**src/srs_pkg.sv**
```systemverilog
// Constants and types for the reset and strap configuration block
package srs_pkg;
  // Register byte offsets
  localparam logic [7:0] SRS_CTRL_OFF = 8'h00;
  localparam logic [7:0] SRS_UP_LSTS_OFF = 8'h04;
  localparam logic [7:0] SRS_DN0_LSTS_OFF = 8'h08;
  localparam logic [7:0] SRS_DN1_LSTS_OFF = 8'h0C;
  localparam logic [7:0] SRS_STRAP_OFF = 8'h10;
  localparam logic [7:0] SRS_STATUS_OFF = 8'h14;
  // Field positions
  localparam int SRS_CTRL_HOLD_BIT = 0;
  localparam int SRS_LSTS_SCLK_BIT = 12;
  localparam int SRS_NUM_DN = 2;
  // Reset values
  localparam logic [31:0] SRS_ZERO = 32'h0000_0000;
  // Mode codes
  localparam logic [2:0] SRS_MODE_NORMAL = 3'h0;
  localparam logic [2:0] SRS_MODE_EEPROM = 3'h1;
  // Master bus rates
  localparam int SRS_CLK_HZ = 100_000_000;
  localparam int SRS_SLOW_HZ = 100_000;
  localparam int SRS_FAST_HZ = 400_000;
  localparam logic [9:0] SRS_SLOW_DIV = 10'(SRS_CLK_HZ / SRS_SLOW_HZ);
  localparam logic [9:0] SRS_FAST_DIV = 10'(SRS_CLK_HZ / SRS_FAST_HZ);
  // AXI responses
  localparam logic [1:0] SRS_RESP_OKAY = 2'h0;
  localparam logic [1:0] SRS_RESP_SLVERR = 2'h2;
  // Sequencer states, Gray coded
  typedef enum logic [1:0] {
    SRS_ST_RESET = 2'b00,
    SRS_ST_CAPTURE = 2'b01,
    SRS_ST_HOLD = 2'b11,
    SRS_ST_RUN = 2'b10
  } srs_state_t;
endpackage

```
**src/srs_top.sv**
```systemverilog
// Reset sequencer, strap capture and strap-seeded registers
`timescale 1ns/1ps
// What this block does
// - Downstream strap seeds slot clock bit of every downstream link status.
// - Software may overwrite each downstream slot clock bit separately.
// - Upstream strap seeds the upstream link status slot clock bit.
// - Software may overwrite the upstream slot clock bit.
// - Master bus runs at 100 KHz when slow strap set, else 400.
// - No software path changes master bus speed.
// - Fundamental reset clears all internal logic and resets links.
// - Hold strap keeps device in reset after sequence, buses active.
// - Registers stay readable and writable while held.
// - Clearing hold bit releases device into normal operation.
// - Mode 0 normal, 1 EEPROM init, 2 to 7 reserved.
// - EEPROM mode fetches from address set by address straps.
module srs_top
  import srs_pkg::*;
(
  input wire logic clk, // Core clock
  input wire logic reset, // Async reset, active high
  input wire logic fundamental_reset_n, // Fundamental reset, low
  input wire logic common_clock_downstream_strap, // Downstream common clock
  input wire logic common_clock_upstream_strap, // Upstream common clock
  input wire logic eeprom_bus_slow_strap, // Master bus slow select
  input wire logic reset_hold_strap, // Hold in reset after sequence
  input wire logic [2:0] switch_mode_strap, // Operating mode
  input wire logic [3:0] eeprom_addr_strap, // EEPROM address bits 4:1
  input wire logic [31:0] s_axi_awaddr, // Write address
  input wire logic s_axi_awvalid, // Write address valid
  output logic s_axi_awready, // Write address ready
  input wire logic [31:0] s_axi_wdata, // Write data
  input wire logic [3:0] s_axi_wstrb, // Write strobes
  input wire logic s_axi_wvalid, // Write data valid
  output logic s_axi_wready, // Write data ready
  output logic [1:0] s_axi_bresp, // Write response
  output logic s_axi_bvalid, // Write response valid
  input wire logic s_axi_bready, // Write response ready
  input wire logic [31:0] s_axi_araddr, // Read address
  input wire logic s_axi_arvalid, // Read address valid
  output logic s_axi_arready, // Read address ready
  output logic [31:0] s_axi_rdata, // Read data
  output logic [1:0] s_axi_rresp, // Read response
  output logic s_axi_rvalid, // Read data valid
  input wire logic s_axi_rready, // Read data ready
  output logic core_reset, // Switch core held in reset
  output logic link_reset, // Links in fundamental reset
  output logic run_normal, // Normal operation
  output logic eeprom_load_en, // EEPROM load requested
  output logic [6:0] eeprom_dev_addr, // EEPROM bus address
  output logic mode_reserved, // Reserved mode selected
  output logic master_bus_tick, // Master bus bit-rate enable
  output logic up_sclk, // Upstream slot clock config
  output logic [srs_pkg::SRS_NUM_DN-1:0] dn_sclk // Downstream slot clock config
);
  import srs_pkg::*;

  srs_state_t state_q;
  logic fr_q;
  logic [2:0] mode_q;
  logic slow_q, hold_strap_q, ccds_q, ccus_q;
  logic [3:0] eaddr_q;
  logic hold_bit_q;
  logic up_sclk_q;
  logic [SRS_NUM_DN-1:0] dn_sclk_q;
  logic [9:0] div_q;
  logic aw_q, w_q;
  logic [31:0] awaddr_q, wdata_q;
  logic [3:0] wstrb_q;
  logic all_rst;
  logic wr_fire;
  logic [9:0] div_lim;

  // Any reset source clears internal logic
  assign all_rst = reset | ~fundamental_reset_n;

  // Delay of one cycle marks the first cycle after release
  always_ff @(posedge clk or posedge all_rst)
  begin
    if (all_rst)
      fr_q <= 1'b0;
    else
      fr_q <= 1'b1;
  end

  // Sequencer: reset, capture straps, optionally hold, then run
  always_ff @(posedge clk or posedge all_rst)
  begin
    if (all_rst)
      state_q <= SRS_ST_RESET;
    else
      unique case (state_q)
        SRS_ST_RESET: state_q <= SRS_ST_CAPTURE;
        SRS_ST_CAPTURE:
          state_q <= hold_strap_q ? SRS_ST_HOLD : SRS_ST_RUN;
        SRS_ST_HOLD:
          if (!hold_bit_q)
            state_q <= SRS_ST_RUN;
        SRS_ST_RUN: state_q <= SRS_ST_RUN;
      endcase
  end

  // Capture straps at the first clock after fundamental reset release
  always_ff @(posedge clk or posedge all_rst)
  begin
    if (all_rst)
    begin
      mode_q <= SRS_MODE_NORMAL;
      slow_q <= 1'b0;
      hold_strap_q <= 1'b0;
      ccds_q <= 1'b0;
      ccus_q <= 1'b0;
      eaddr_q <= 4'h0;
    end
    else if (!fr_q)
    begin
      mode_q <= switch_mode_strap;
      slow_q <= eeprom_bus_slow_strap;
      hold_strap_q <= reset_hold_strap;
      ccds_q <= common_clock_downstream_strap;
      ccus_q <= common_clock_upstream_strap;
      eaddr_q <= eeprom_addr_strap;
    end
  end

  assign wr_fire = aw_q && w_q && !s_axi_bvalid;

  // Hold bit: set from strap at capture, cleared by software write
  always_ff @(posedge clk or posedge all_rst)
  begin
    if (all_rst)
      hold_bit_q <= 1'b0;
    else if (state_q == SRS_ST_CAPTURE)
      hold_bit_q <= hold_strap_q;
    else if (wr_fire && awaddr_q[7:0] == SRS_CTRL_OFF && wstrb_q[0])
      hold_bit_q <= wdata_q[SRS_CTRL_HOLD_BIT] & hold_bit_q;
  end

  // Slot clock bits seeded from straps, then software writable
  always_ff @(posedge clk or posedge all_rst)
  begin
    if (all_rst)
      up_sclk_q <= 1'b0;
    else if (state_q == SRS_ST_CAPTURE)
      up_sclk_q <= ccus_q;
    else if (wr_fire && awaddr_q[7:0] == SRS_UP_LSTS_OFF && wstrb_q[1])
      up_sclk_q <= wdata_q[SRS_LSTS_SCLK_BIT];
  end

  // One slot clock bit per downstream port
  for (genvar i = 0; i < SRS_NUM_DN; i++)
  begin : g_dn
    localparam logic [7:0] OFF = 8'(SRS_DN0_LSTS_OFF + 8'(4 * i));
    always_ff @(posedge clk or posedge all_rst)
    begin
      if (all_rst)
        dn_sclk_q[i] <= 1'b0;
      else if (state_q == SRS_ST_CAPTURE)
        dn_sclk_q[i] <= ccds_q;
      else if (wr_fire && awaddr_q[7:0] == OFF && wstrb_q[1])
        dn_sclk_q[i] <= wdata_q[SRS_LSTS_SCLK_BIT];
    end
  end

  // Master bus rate divider, fixed by the captured strap only
  assign div_lim = slow_q ? SRS_SLOW_DIV : SRS_FAST_DIV;
  always_ff @(posedge clk or posedge all_rst)
  begin
    if (all_rst)
      div_q <= 10'h000;
    else if (div_q >= div_lim - 10'h001)
      div_q <= 10'h000;
    else
      div_q <= div_q + 10'h001;
  end
  assign master_bus_tick = fr_q && (div_q == div_lim - 10'h001);

  // Outputs derived from state and captured straps
  assign core_reset = state_q != SRS_ST_RUN;
  assign link_reset = state_q == SRS_ST_RESET;
  assign run_normal = state_q == SRS_ST_RUN;
  assign eeprom_load_en = run_normal && mode_q == SRS_MODE_EEPROM;
  assign mode_reserved = mode_q > SRS_MODE_EEPROM;
  assign eeprom_dev_addr = {2'b10, eaddr_q, 1'b0};
  assign up_sclk = up_sclk_q;
  assign dn_sclk = dn_sclk_q;

  // AXI write channel capture, either order; fundamental reset clears it
  assign s_axi_awready = !aw_q;
  assign s_axi_wready = !w_q;
  assign s_axi_bresp = SRS_RESP_OKAY;
  always_ff @(posedge clk or posedge all_rst)
  begin
    if (all_rst)
    begin
      aw_q <= 1'b0;
      w_q <= 1'b0;
      awaddr_q <= SRS_ZERO;
      wdata_q <= SRS_ZERO;
      wstrb_q <= 4'h0;
      s_axi_bvalid <= 1'b0;
    end
    else
    begin
      if (s_axi_awvalid && !aw_q)
      begin
        aw_q <= 1'b1;
        awaddr_q <= s_axi_awaddr;
      end
      if (s_axi_wvalid && !w_q)
      begin
        w_q <= 1'b1;
        wdata_q <= s_axi_wdata;
        wstrb_q <= s_axi_wstrb;
      end
      if (wr_fire)
        s_axi_bvalid <= 1'b1;
      if (s_axi_bvalid && s_axi_bready)
      begin
        s_axi_bvalid <= 1'b0;
        aw_q <= 1'b0;
        w_q <= 1'b0;
      end
    end
  end

  // AXI read channel, one cycle answer
  assign s_axi_arready = !s_axi_rvalid;
  always_ff @(posedge clk or posedge all_rst)
  begin
    if (all_rst)
    begin
      s_axi_rvalid <= 1'b0;
      s_axi_rdata <= SRS_ZERO;
      s_axi_rresp <= SRS_RESP_OKAY;
    end
    else if (s_axi_arvalid && !s_axi_rvalid)
    begin
      s_axi_rvalid <= 1'b1;
      s_axi_rresp <= SRS_RESP_OKAY;
      s_axi_rdata <= SRS_ZERO;
      unique case (s_axi_araddr[7:0])
        SRS_CTRL_OFF: s_axi_rdata[SRS_CTRL_HOLD_BIT] <= hold_bit_q;
        SRS_UP_LSTS_OFF: s_axi_rdata[SRS_LSTS_SCLK_BIT] <= up_sclk_q;
        SRS_DN0_LSTS_OFF: s_axi_rdata[SRS_LSTS_SCLK_BIT] <= dn_sclk_q[0];
        SRS_DN1_LSTS_OFF: s_axi_rdata[SRS_LSTS_SCLK_BIT] <= dn_sclk_q[1];
        SRS_STRAP_OFF:
          s_axi_rdata[10:0] <= {eaddr_q, ccus_q, ccds_q,
                                hold_strap_q, slow_q, mode_q};
        SRS_STATUS_OFF:
          s_axi_rdata[3:0] <= {mode_reserved, eeprom_load_en, state_q};
        default: s_axi_rresp <= SRS_RESP_SLVERR;
      endcase
    end
    else if (s_axi_rready)
      s_axi_rvalid <= 1'b0;
  end

  // Hold strap keeps core in reset until the bit is cleared
  chk_hold_keeps_reset: assert property (@(posedge clk) disable iff (all_rst)
    (state_q == SRS_ST_HOLD && hold_bit_q) |=> core_reset)
    else $error("core left reset while hold bit set");
  // Clearing hold releases on the next cycle
  chk_hold_release: assert property (@(posedge clk) disable iff (all_rst)
    (state_q == SRS_ST_HOLD && !hold_bit_q) |=> run_normal)
    else $error("device not released after hold cleared");
  // Without hold strap the device runs two cycles after release
  chk_no_hold_run: assert property (@(posedge clk) disable iff (all_rst)
    ($rose(fr_q) && !hold_strap_q) |=> ##1 run_normal)
    else $error("device not running without hold strap");
  // Seeding of slot clock bits from straps
  chk_seed_up: assert property (@(posedge clk) disable iff (all_rst)
    (state_q == SRS_ST_CAPTURE) |=> up_sclk == ccus_q)
    else $error("upstream slot clock not seeded");
  chk_seed_dn: assert property (@(posedge clk) disable iff (all_rst)
    (state_q == SRS_ST_CAPTURE) |=> dn_sclk == {SRS_NUM_DN{ccds_q}})
    else $error("downstream slot clock not seeded");
  // Captured mode stable after capture
  chk_mode_stable: assert property (@(posedge clk) disable iff (all_rst)
    fr_q && $past(fr_q) |-> $stable(mode_q))
    else $error("captured mode changed");
  // Tick spacing with the fast speed strap: no tick in the 8 cycles after a tick
  chk_tick_rate: assert property (@(posedge clk) disable iff (all_rst)
    master_bus_tick && !slow_q |=> !master_bus_tick [*8])
    else $error("master bus tick too frequent");
  // EEPROM load only in mode one
  chk_eeprom_mode: assert property (@(posedge clk) disable iff (all_rst)
    eeprom_load_en |-> mode_q == SRS_MODE_EEPROM && !core_reset)
    else $error("eeprom load in wrong mode");
endmodule // srs_top

```
**config.mk**
```make
export PLATFORM = sky130hd
export DESIGN_NAME = srs_top
export DESIGN_NICKNAME = d
export VERILOG_FILES = /design/src/srs_pkg.sv /design/src/srs_top.sv
export SDC_FILE = /design/constraint.sdc
export NUM_CORES = 1
export LEC_CHECK = 0
export ABC_AREA = 1
export BUFFER_PORTS_ARGS = -buffer_cell sky130_fd_sc_hd__buf_2
export CELL_PAD_IN_SITES_DETAIL_PLACEMENT = 0
export CELL_PAD_IN_SITES_GLOBAL_PLACEMENT = 2
export CORE_ASPECT_RATIO = 1.5
export CORE_MARGIN = 2
export CORE_UTILIZATION = 21
export DETAILED_ROUTE_END_ITERATION = 12
export GPL_TIMING_DRIVEN = 0
export PLACE_DENSITY = 0.73
export SYNTH_ARGS = -nofsm -noshare
export SYNTH_HDL_FRONTEND = slang
export SYNTH_SLANG_ARGS = --single-unit
export TNS_END_PERCENT = 30
```
**constraint.sdc**
```tcl
create_clock -name clk -period 3.8 [get_ports clk]
set_input_delay 0.57 -clock clk [delete_from_list [all_inputs] [get_ports clk]]
set_output_delay 0.57 -clock clk [all_outputs]
set_load 0.01 [all_outputs]
```
* After elaboration in Yosys (flattened, before gate mapping)
Cells that the tools add are included.
** Storage, ports and cells
- Flip-flop bits (word level) :: 69
- Input bits :: 119
- Output and inout port bits :: 57
- Word-level logic and storage cells :: 102
** Operators by class
- Add/subtract/negate cells :: 2
- Order comparisons :: 2
- Equal/unequal tests :: 15
- Mux-type cells :: 26
- Bitwise logic cells :: 3
- Reductions and logical operators :: 32
** Operator list (count)
- $eq 8x4->1 const B :: 4
- $mux 10 :: 2
- $mux 1 :: 17
- $eq 8x3->1 const B :: 2
- $eq 8x5->1 const B :: 2
- $logic_and 1x1->1 :: 16
- $logic_not 8->1 :: 2
- $reduce_bool 2->1 :: 8
- $add 10x1->10 const B :: 1
- $eq 10x10->1 :: 1
- $ge 10x10->1 :: 1
- $sub 10x1->10 const B :: 1
- $pmux 2 s4 :: 1
- $mux 7 :: 1
- $pmux 1 s3 :: 2
- $pmux 3 s2 :: 1
- $reduce_or 6->1 :: 1
- $eq 2x2->1 const B :: 2
- $logic_not 1->1 :: 4
- $mux 2 :: 2
- $ne 2x2->1 const B :: 2
- $eq 3x1->1 const B :: 1
- $gt 3x1->1 const B :: 1
- $eq 2x1->1 const B :: 1
- 4 further kinds :: 4

* Logic depth before layout (Yosys ltp)
Gate-level depths: netlist (run 1).
- Depth in word-level cells :: 6
- Mapped depth :: 8
- Depth with buffers taken out :: 8

* Worst setup path after synthesis (run 1)
Ideal clock, no wire load.
- Path type :: reg-to-output
- Start :: register slow_q
- End :: output master_bus_tick
- Arrival :: 1.268 ns
- Required time :: 3.230 ns
- Slack :: 1.962 ns
- Stages on the path, launching flop included :: 7
- Path buffers :: 0
- Cells stage by stage :: dfrtp_1 inv_1 ha_1 nand2_1 nor2_1 nand2_1 nor3_1
** Between the ends
- Cells in the longest elaborated chain, start to end :: 4
** Ends and longest elaborated chain
- start: declaration :: RTL line srs_top.sv:60 : logic slow_q, hold_strap_q, ccds_q, ccus_q;
- start signal: assignment :: RTL line srs_top.sv:117 : slow_q <= eeprom_bus_slow_strap;
- $mux 10 :: RTL line srs_top.sv:165 : assign div_lim = slow_q ? SRS_SLOW_DIV : SRS_FAST_DIV;
- $sub 10x1->10 :: RTL line srs_top.sv:175 : assign master_bus_tick = fr_q && (div_q == div_lim - 10'h001);
- $eq 10x10->1 :: RTL line srs_top.sv:175
- $logic_and 1x1->1 :: RTL line srs_top.sv:175
- end: declaration :: RTL line srs_top.sv:51 : output logic master_bus_tick,
Every way passes these cells.

* Worst setup path in the final report (run 1)
Ends and elaborated chain as after synthesis.

==> reports/results.ini, run 1 <==
[power_and_ir_drop]
p_sw_w = 0.000535
report.power.total_w = 0.00195
p_clk_share_pct = 41.0
cellPowerDensity_nw_per_um2 = 480
netSwitchingFraction_pct = 27.5
p_seq_share_pct = 39.9
ir_drop_uv = 329
combinationalPowerShare_pct = 19.1
p_leak_nw = 2.21
power.internal_w = 0.00141

[finish]
n_fill_cell = 1561
fin_util_pct = 28.8
final_nets = 594
final_area_um2 = 4050
layout-drive-gt1-share_pct = 30.5
syn_to_final_growth_pct = 34.4
n_antenna_cell = 0

[clocking]
cts-root-buf = sky130_fd_sc_hd__clkbuf_16
worstSkewPairLatency_ns = 0.32
ctsHoldBuffers = 0
post_cts_resized = 0
cts_max_level = 3
tritoncts_num_sinks = 57
cts_tree = built
cts_inserted_buffers = 9
cts.path.max_buffers = 2
path_clk_slew_ns = 0.05
cts_post_setup_buffers_inserted = 0

[global_route]
globalRouteTotalUtil_pct = 10.2
first_pass_grt_wire_length_um = 12100
pin_count_of_the_biggest_net_entering_global_routing = 23
grt-ovfl-total = 0
grt_antenna_before_repair = 0
first_global_vias = 2528

[timing]
drv_slew = 0
final.setup.tns_ns = 0
max_freq_mhz = 422
setup_viol = 0
timing.final.hold_violations = 0
final.min_clock_period_ns = 2.37
rsz0062_at_grt = false
relSlewSlack_pct = 65.2
fin_skew_ns = 0.00646
tightestPinTransition_ns = 0.520
finalHoldWorstSlack_ns = 0.332
tcrit_tclk_final_pct = 62.3

[route]
final_antenna_net_count = 0
routed_via_density = 3.78
route.detailed.drc = 0
wl_um = 7250
initialDrtViolationCount = 60
dr.pass1.iters = 4
vias = 2507
detail_route.wl_per_cell_um = 10.9

[critical_path]
endpoint = master_bus_tick
critPathMaxStageDelay_ns = 0.38
worstPathMaxFanout = 6
reg2regPathDepth = 7
rr_endpoint = div_q[3]
cp-startpoint = slow_q
worst_r2r_startpoint = slow_q
timing.critical_path.buf_inv = 2
critPathKind = flop to primary output
critPathRequiredTime_ns = 3.23
worst-r2r-setup-slack_ns = 2.20
cp_cell_sequence = inv_1 -> ha_1 -> nand2_1 -> nor2_1 -> nand2_1 -> nor3_1 -> buf_2
worstPathArrival_ns = 1.80
critical_path.top_delay_family = simple AND/OR/NAND/NOR gates
end_kind = primary output
cp_common_cell = sky130_fd_sc_hd__nand2_1
worst_path_max_delay_cell = sky130_fd_sc_hd__dfrtp_1
path_depth = 7
setup.worst_path.start_class = flop

[logic_synthesis]
yosysUniqueCellTypes = 28
ys_seq_elements = 57
syn_area_um2 = 3020
netlist_instances = 361
yosysWarnings = 0
sequential_to_total_area_share_from_yosys_stat_pct = 47.3
postSynthAreaPerCell_um2 = 8.35

[die]
floorplan.initialDensity_pct = 21.4
fp-row-count = 53
design.core.area_um2 = 14100
top_level_ports = 176
floorplan.die.width_um = 102
die-area_um2 = 15400
chip_height_um = 151

[run]
cap_viol_max_count = 0

[placed_design]
port_buffers = 69
dpl_cell_area_um2 = 3760
final_weighted_congestion_of_routability_driven_global_placement = 0.723
place_hpwl_um = 5790

[status]
status = finished, final reports clean

[worst_hold_path]
min-delay-path-class = input port to async pin

[through the flow]
stage                     cells  worst slack, ns
after global placement      647            0.229
after CTS                   664             1.35
after detailed placement    649             1.72
after floorplan             386             1.30
final                       664             1.43
after global routing        664             1.25
[worst min path at each step]
| stage | start | endpoint | slack (ns) | cells past startpoint |
|---|---|---|---|---|
| floorplan | ccus_q | ccus_q | 0.47 | 2 |
| global placement | s_axi_rdata[2] | s_axi_rdata[2] | 0.46 | 2 |
| detailed placement | s_axi_rresp[1] | s_axi_rresp[1] | 0.46 | 2 |
| CTS | fundamental_reset_n | awaddr_q[6] | 0.34 | 3 |
| global route | fundamental_reset_n | awaddr_q[6] | 0.38 | 3 |
| finish | fundamental_reset_n | awaddr_q[7] | 0.33 | 3 |
[cell usage after synthesis (all sizes together)]
| master | instances | area share, % |
|---|---|---|
| nand2 | 104 | 13 |
| dfrtp | 57 | 47 |
| inv | 43 | 5.4 |
| nor2 | 40 | 5.6 |
| buf | 29 | 7.0 |
| nand3 | 24 | 4.3 |
| o21ai | 17 | 2.8 |
| mux2 | 10 | 3.7 |
| a21oi | 8 | 1.3 |
| ha | 7 | 2.9 |
| o31ai | 5 | 2.1 |
| nor3 | 4 | 1.0 |
| xor2 | 3 | 0.87 |
| clkbuf | 2 | 0.25 |
| conb | 2 | 0.25 |
| nand4 | 2 | 0.41 |
| xnor2 | 2 | 0.58 |
| o211ai | 1 | 0.41 |
| o21bai | 1 | 0.37 |
[power groups by stage]
stage	registers [W]	logic (W)	clock network [W]
after global routing	0.000792	0.000430	0.000861
after detailed placement	0.000788	0.000379	0
final	0.000776	0.000373	0.000798
after CTS	0.000778	0.000381	0.000828
after global placement	0.000783	0.000365	0
after floorplan	0.000777	0.000258	0
[cell families (layout without fill, tap and decap cells)]
family / Yosys count / in the layout / synth area share, %
simple gates: 174 / 174 / 24.8
buf+inv: 74 / 160 / 12.6
flops: 57 / 57 / 47.3
compound gates: 32 / 32 / 7.01
mux: 10 / 10 / 3.73
fa+ha+maj: 7 / 7 / 2.90
xor+xnor: 5 / 5 / 1.45
other cells: 2 / 27 / 0.249
[area by class of cell]
| cell class | instances | area, µm² | share of cell area (%) |
|---|---|---|---|
| Clock buffer | 12 | 256 | 6.33 |
| Tap cell | 192 | 240 | 5.93 |
| Clock inverter | 3 | 40.0 | 0.988 |
| Inverter | 43 | 161 | 3.98 |
| Multi-Input combinational cell | 255 | 1310 | 32.3 |
| Timing Repair Buffer | 71 | 400 | 9.88 |
| Buffer | 31 | 218 | 5.37 |
| Sequential cell | 57 | 1430 | 35.2 |
[state kept, by name, indices dropped and copies added, names as in the netlist, 2 cells and up]
signal       cells
s_axi_rdata     12
div_q           10
awaddr_q         8
eaddr_q          4
mode_q           3
dn_sclk          2
state_q          2
wdata_q          2
wstrb_q          2
[layer usage]
layer / global-route usage (%) / up-vias / routed length, µm
met5: 0 / - / 0
met4: 4.20 / 0 / 134
met3: 2.74 / 11 / 400
met2: 18.3 / 70 / 3790
met1: 11.3 / 1137 / 2930
li1: - / 1289 / -
[cell usage in the layout (no fill, tap or decap), drive strengths merged]
cell and count:
nand3 24, a21oi 8, nand4 2, clkinv 2, conb 27, o211ai 1
xnor2 2, o21bai 1, nand2 104, bufinv 1, o21ai 17, buf 100
inv 43, o31ai 5, xor2 3, mux2 10, nor3 4, dfrtp 57
nor2 40, ha 7, clkbuf 14
[tightest hold or removal path: cells and delay by family]
kind | cells | cell delay, ns
buffers and inverters | 2 | 0.12
and+or+nand+nor | 1 | 0.41
No activity file was read; power rests on OpenSTA's default activity.
==> run 2: changes to the inputs <==
- clock period: 3.8 -> 2 ns (I/O delays scaled with it)
==> reports/results.ini, run 2 (synthesis gave the netlist of run 1 again) <==
[critical_path]
end_kind = primary output  ; unchanged
setup.worst_path.start_class = flop  ; unchanged
worst_r2r_startpoint = slow_q  ; unchanged
rr_endpoint = div_q[7]  ; was div_q[3]
critPathRequiredTime_ns = 1.70  ; was 3.23 ns
reg2regPathDepth = 8  ; was 7
worst-r2r-setup-slack_ns = 0.35  ; was 2.20 ns
worstPathMaxFanout = 5  ; was 6
worstPathArrival_ns = 1.61  ; was 1.80 ns
critPathKind = flop to primary output  ; unchanged

[finish]
layout.cells.most_common = sky130_fd_sc_hd__nand2_1  ; unchanged
syn_to_final_growth_pct = 35.5  ; was 34.4%
register_with_the_most_flip_flops = s_axi_rdata  ; unchanged
layout-drive-gt1-share_pct = 32.1  ; was 30.5%
largest_register_ffs = 12  ; unchanged
mostFrequentLayoutCells = sky130_fd_sc_hd__nand2_1, sky130_fd_sc_hd__buf_2, sky130_fd_sc_hd__dfrtp_1  ; unchanged
biggestRegsByFlops = s_axi_rdata (12), div_q (10), awaddr_q (8)  ; unchanged
n_antenna_cell = 0  ; unchanged
final_nets = 597  ; was 594

[power_and_ir_drop]
cellPowerDensity_nw_per_um2 = 899  ; was 480 nW/µm²
p_leak_nw = 2.22  ; was 2.21 nW
ir_drop_uv = 402  ; was 329 µV

[timing]
fin_skew_ns = 0.00661  ; was 0.00646 ns
finalHoldWorstSlack_ns = 0.0527  ; was 0.332 ns
final.setup.tns_ns = 0  ; unchanged
tightestPinTransition_ns = 0.511  ; was 0.520 ns
relSlewSlack_pct = 65.9  ; was 65.2%
final.min_clock_period_ns = 1.91
rsz0062_at_grt = true  ; was false
max_freq_mhz = 525
drv_slew = 0  ; unchanged
fin_ws_ns = 0.0945  ; was 1.43 ns
timing.final.hold_violations = 0  ; unchanged
tcrit_tclk_final_pct = 95.3
setup_viol = 0  ; unchanged

[global_route]
first_global_vias = 2398  ; was 2528
pin_count_of_the_biggest_net_entering_global_routing = 28  ; was 23
first_pass_grt_wire_length_um = 11800  ; was 12100 µm
grt_antenna_before_repair = 0  ; unchanged
grt-ovfl-total = 0  ; unchanged
globalRouteTotalUtil_pct = 9.98  ; was 10.2%

[clocking]
ctsHoldBuffers = 0  ; unchanged
cts_tree = built  ; unchanged
cts-root-buf = sky130_fd_sc_hd__clkbuf_16  ; unchanged
cts_inserted_buffers = 9  ; unchanged
path_clk_slew_ns = 0.05  ; about the same
tritoncts_num_sinks = 57  ; unchanged
cts.path.max_buffers = 2  ; unchanged
worstSkewPairLatency_ns = 0.32  ; about the same
cts_max_level = 3  ; unchanged

[worst_hold_path]
min-delay-path-class = input port to async pin  ; unchanged

[die]
floorplan.die.width_um = 102  ; unchanged
design.core.area_um2 = 14100  ; unchanged
chip_height_um = 151  ; unchanged
floorplan.initialDensity_pct = 21.4  ; unchanged
top_level_ports = 176  ; unchanged
die-area_um2 = 15400  ; unchanged
fp-row-count = 53  ; unchanged

[route]
vias = 2517  ; was 2507
routed_via_density = 3.77  ; was 3.78
initialDrtViolationCount = 35  ; was 60
final_antenna_net_count = 0  ; unchanged
route.detailed.drc = 0  ; unchanged
detail_route.wl_per_cell_um = 11.0  ; was 10.9 µm
wl_um = 7340  ; was 7250 µm
dr.pass1.iters = 4  ; unchanged

[placed_design]
port_buffers = 69  ; unchanged
place_hpwl_um = 5890  ; was 5790 µm
setup_slack_at_placement_ns = 0.187  ; was 1.72 ns
final_weighted_congestion_of_routability_driven_global_placement = 0.726  ; was 0.723

[run]
cap_viol_max_count = 0  ; unchanged

[status]
status = finished, final reports clean  ; unchanged

==> run 2: cell count changes in the layout (fill, tap and decap cells not counted), moves of 2 or more <==
| cell | change |
|---|---|
| sky130_fd_sc_hd__buf_4 | +3 |
| sky130_fd_sc_hd__clkbuf_8 | -2 |
| sky130_fd_sc_hd__nor2_1 | -2 |
| sky130_fd_sc_hd__nor2_2 | +2 |
==> run 2: area by class of cell <==
type / count / area (µm²)
Multi-Input combinational cell: 255 / 1330
Buffer: 31 / 218
Clock buffer: 11 / 233
Fill cell: 1550 / 9970
Sequential cell: 57 / 1430
Clock inverter: 5 / 56.3
Tap cell: 192 / 240
Timing Repair Buffer: 74 / 415
Inverter: 43 / 161
==> run 2: worst max-delay path by stage <==
stage / start / to / slack, ns / depth (start not counted)
floorplan: slow_q / master_bus_tick / 0.43 / 6
global placement: reset / s_axi_rdata[8] / -0.01 / 2
detailed placement: slow_q / master_bus_tick / 0.19 / 7
CTS: slow_q / master_bus_tick / 0.02 / 7
global route: slow_q / master_bus_tick / -0.03 / 7
finish: slow_q / master_bus_tick / 0.09 / 7
==> run 2: critical path, stage by stage, from the launching register on <==
cell,delay (ns)
sky130_fd_sc_hd__dfrtp_1,0.39
sky130_fd_sc_hd__inv_2,0.09
sky130_fd_sc_hd__ha_1,0.28
sky130_fd_sc_hd__nand2_1,0.05
sky130_fd_sc_hd__nor2_2,0.12
sky130_fd_sc_hd__nand2_1,0.08
sky130_fd_sc_hd__nor3_2,0.11
sky130_fd_sc_hd__buf_2,0.15
==> run 2: per-stage QoR <==
| stage | cell area, µm² | power [W] | utilization [%] | cells |
|---|---|---|---|---|
| after floorplan | 3120 | 0.00197 | - | 386 |
| after global placement | 3700 | 0.00219 | 26.3 | 647 |
| after detailed placement | 3750 | 0.00222 | 26.7 | 649 |
| after CTS | 4060 | 0.00374 | 28.9 | 666 |
| after global routing | 4090 | 0.00391 | 29.1 | 668 |
| final | 4090 | 0.00367 | 29.1 | 668 |
==> run 2: power by group <==
part	total, W	internal, W	switching [W]
sequential	0.00147	0.00135	0.000123
clock	0.00148	0.000961	0.000521
combinational	0.000721	0.000318	0.000403
==> run 2: what timing repair did <==
action                                  in CTS  in global routing
resized for setup                            4                  2
pin swaps                                    1                  0
setup buffers                                1                  2
endpoints found under the setup margin       1                  1
==> run 2: routing by layer <==
layer / vias to the layer above / GRT usage, % / routed length (µm) / part of all wire [%]
met3: 8 / 2.14 / 332 / 4.5
met1: 1146 / 11.5 / 3080 / 42
li1: 1299 / - / - / -
met2: 64 / 17.6 / 3800 / 52
met4: 0 / 4.40 / 123 / 1.7
met5: - / 0 / 0 / 0
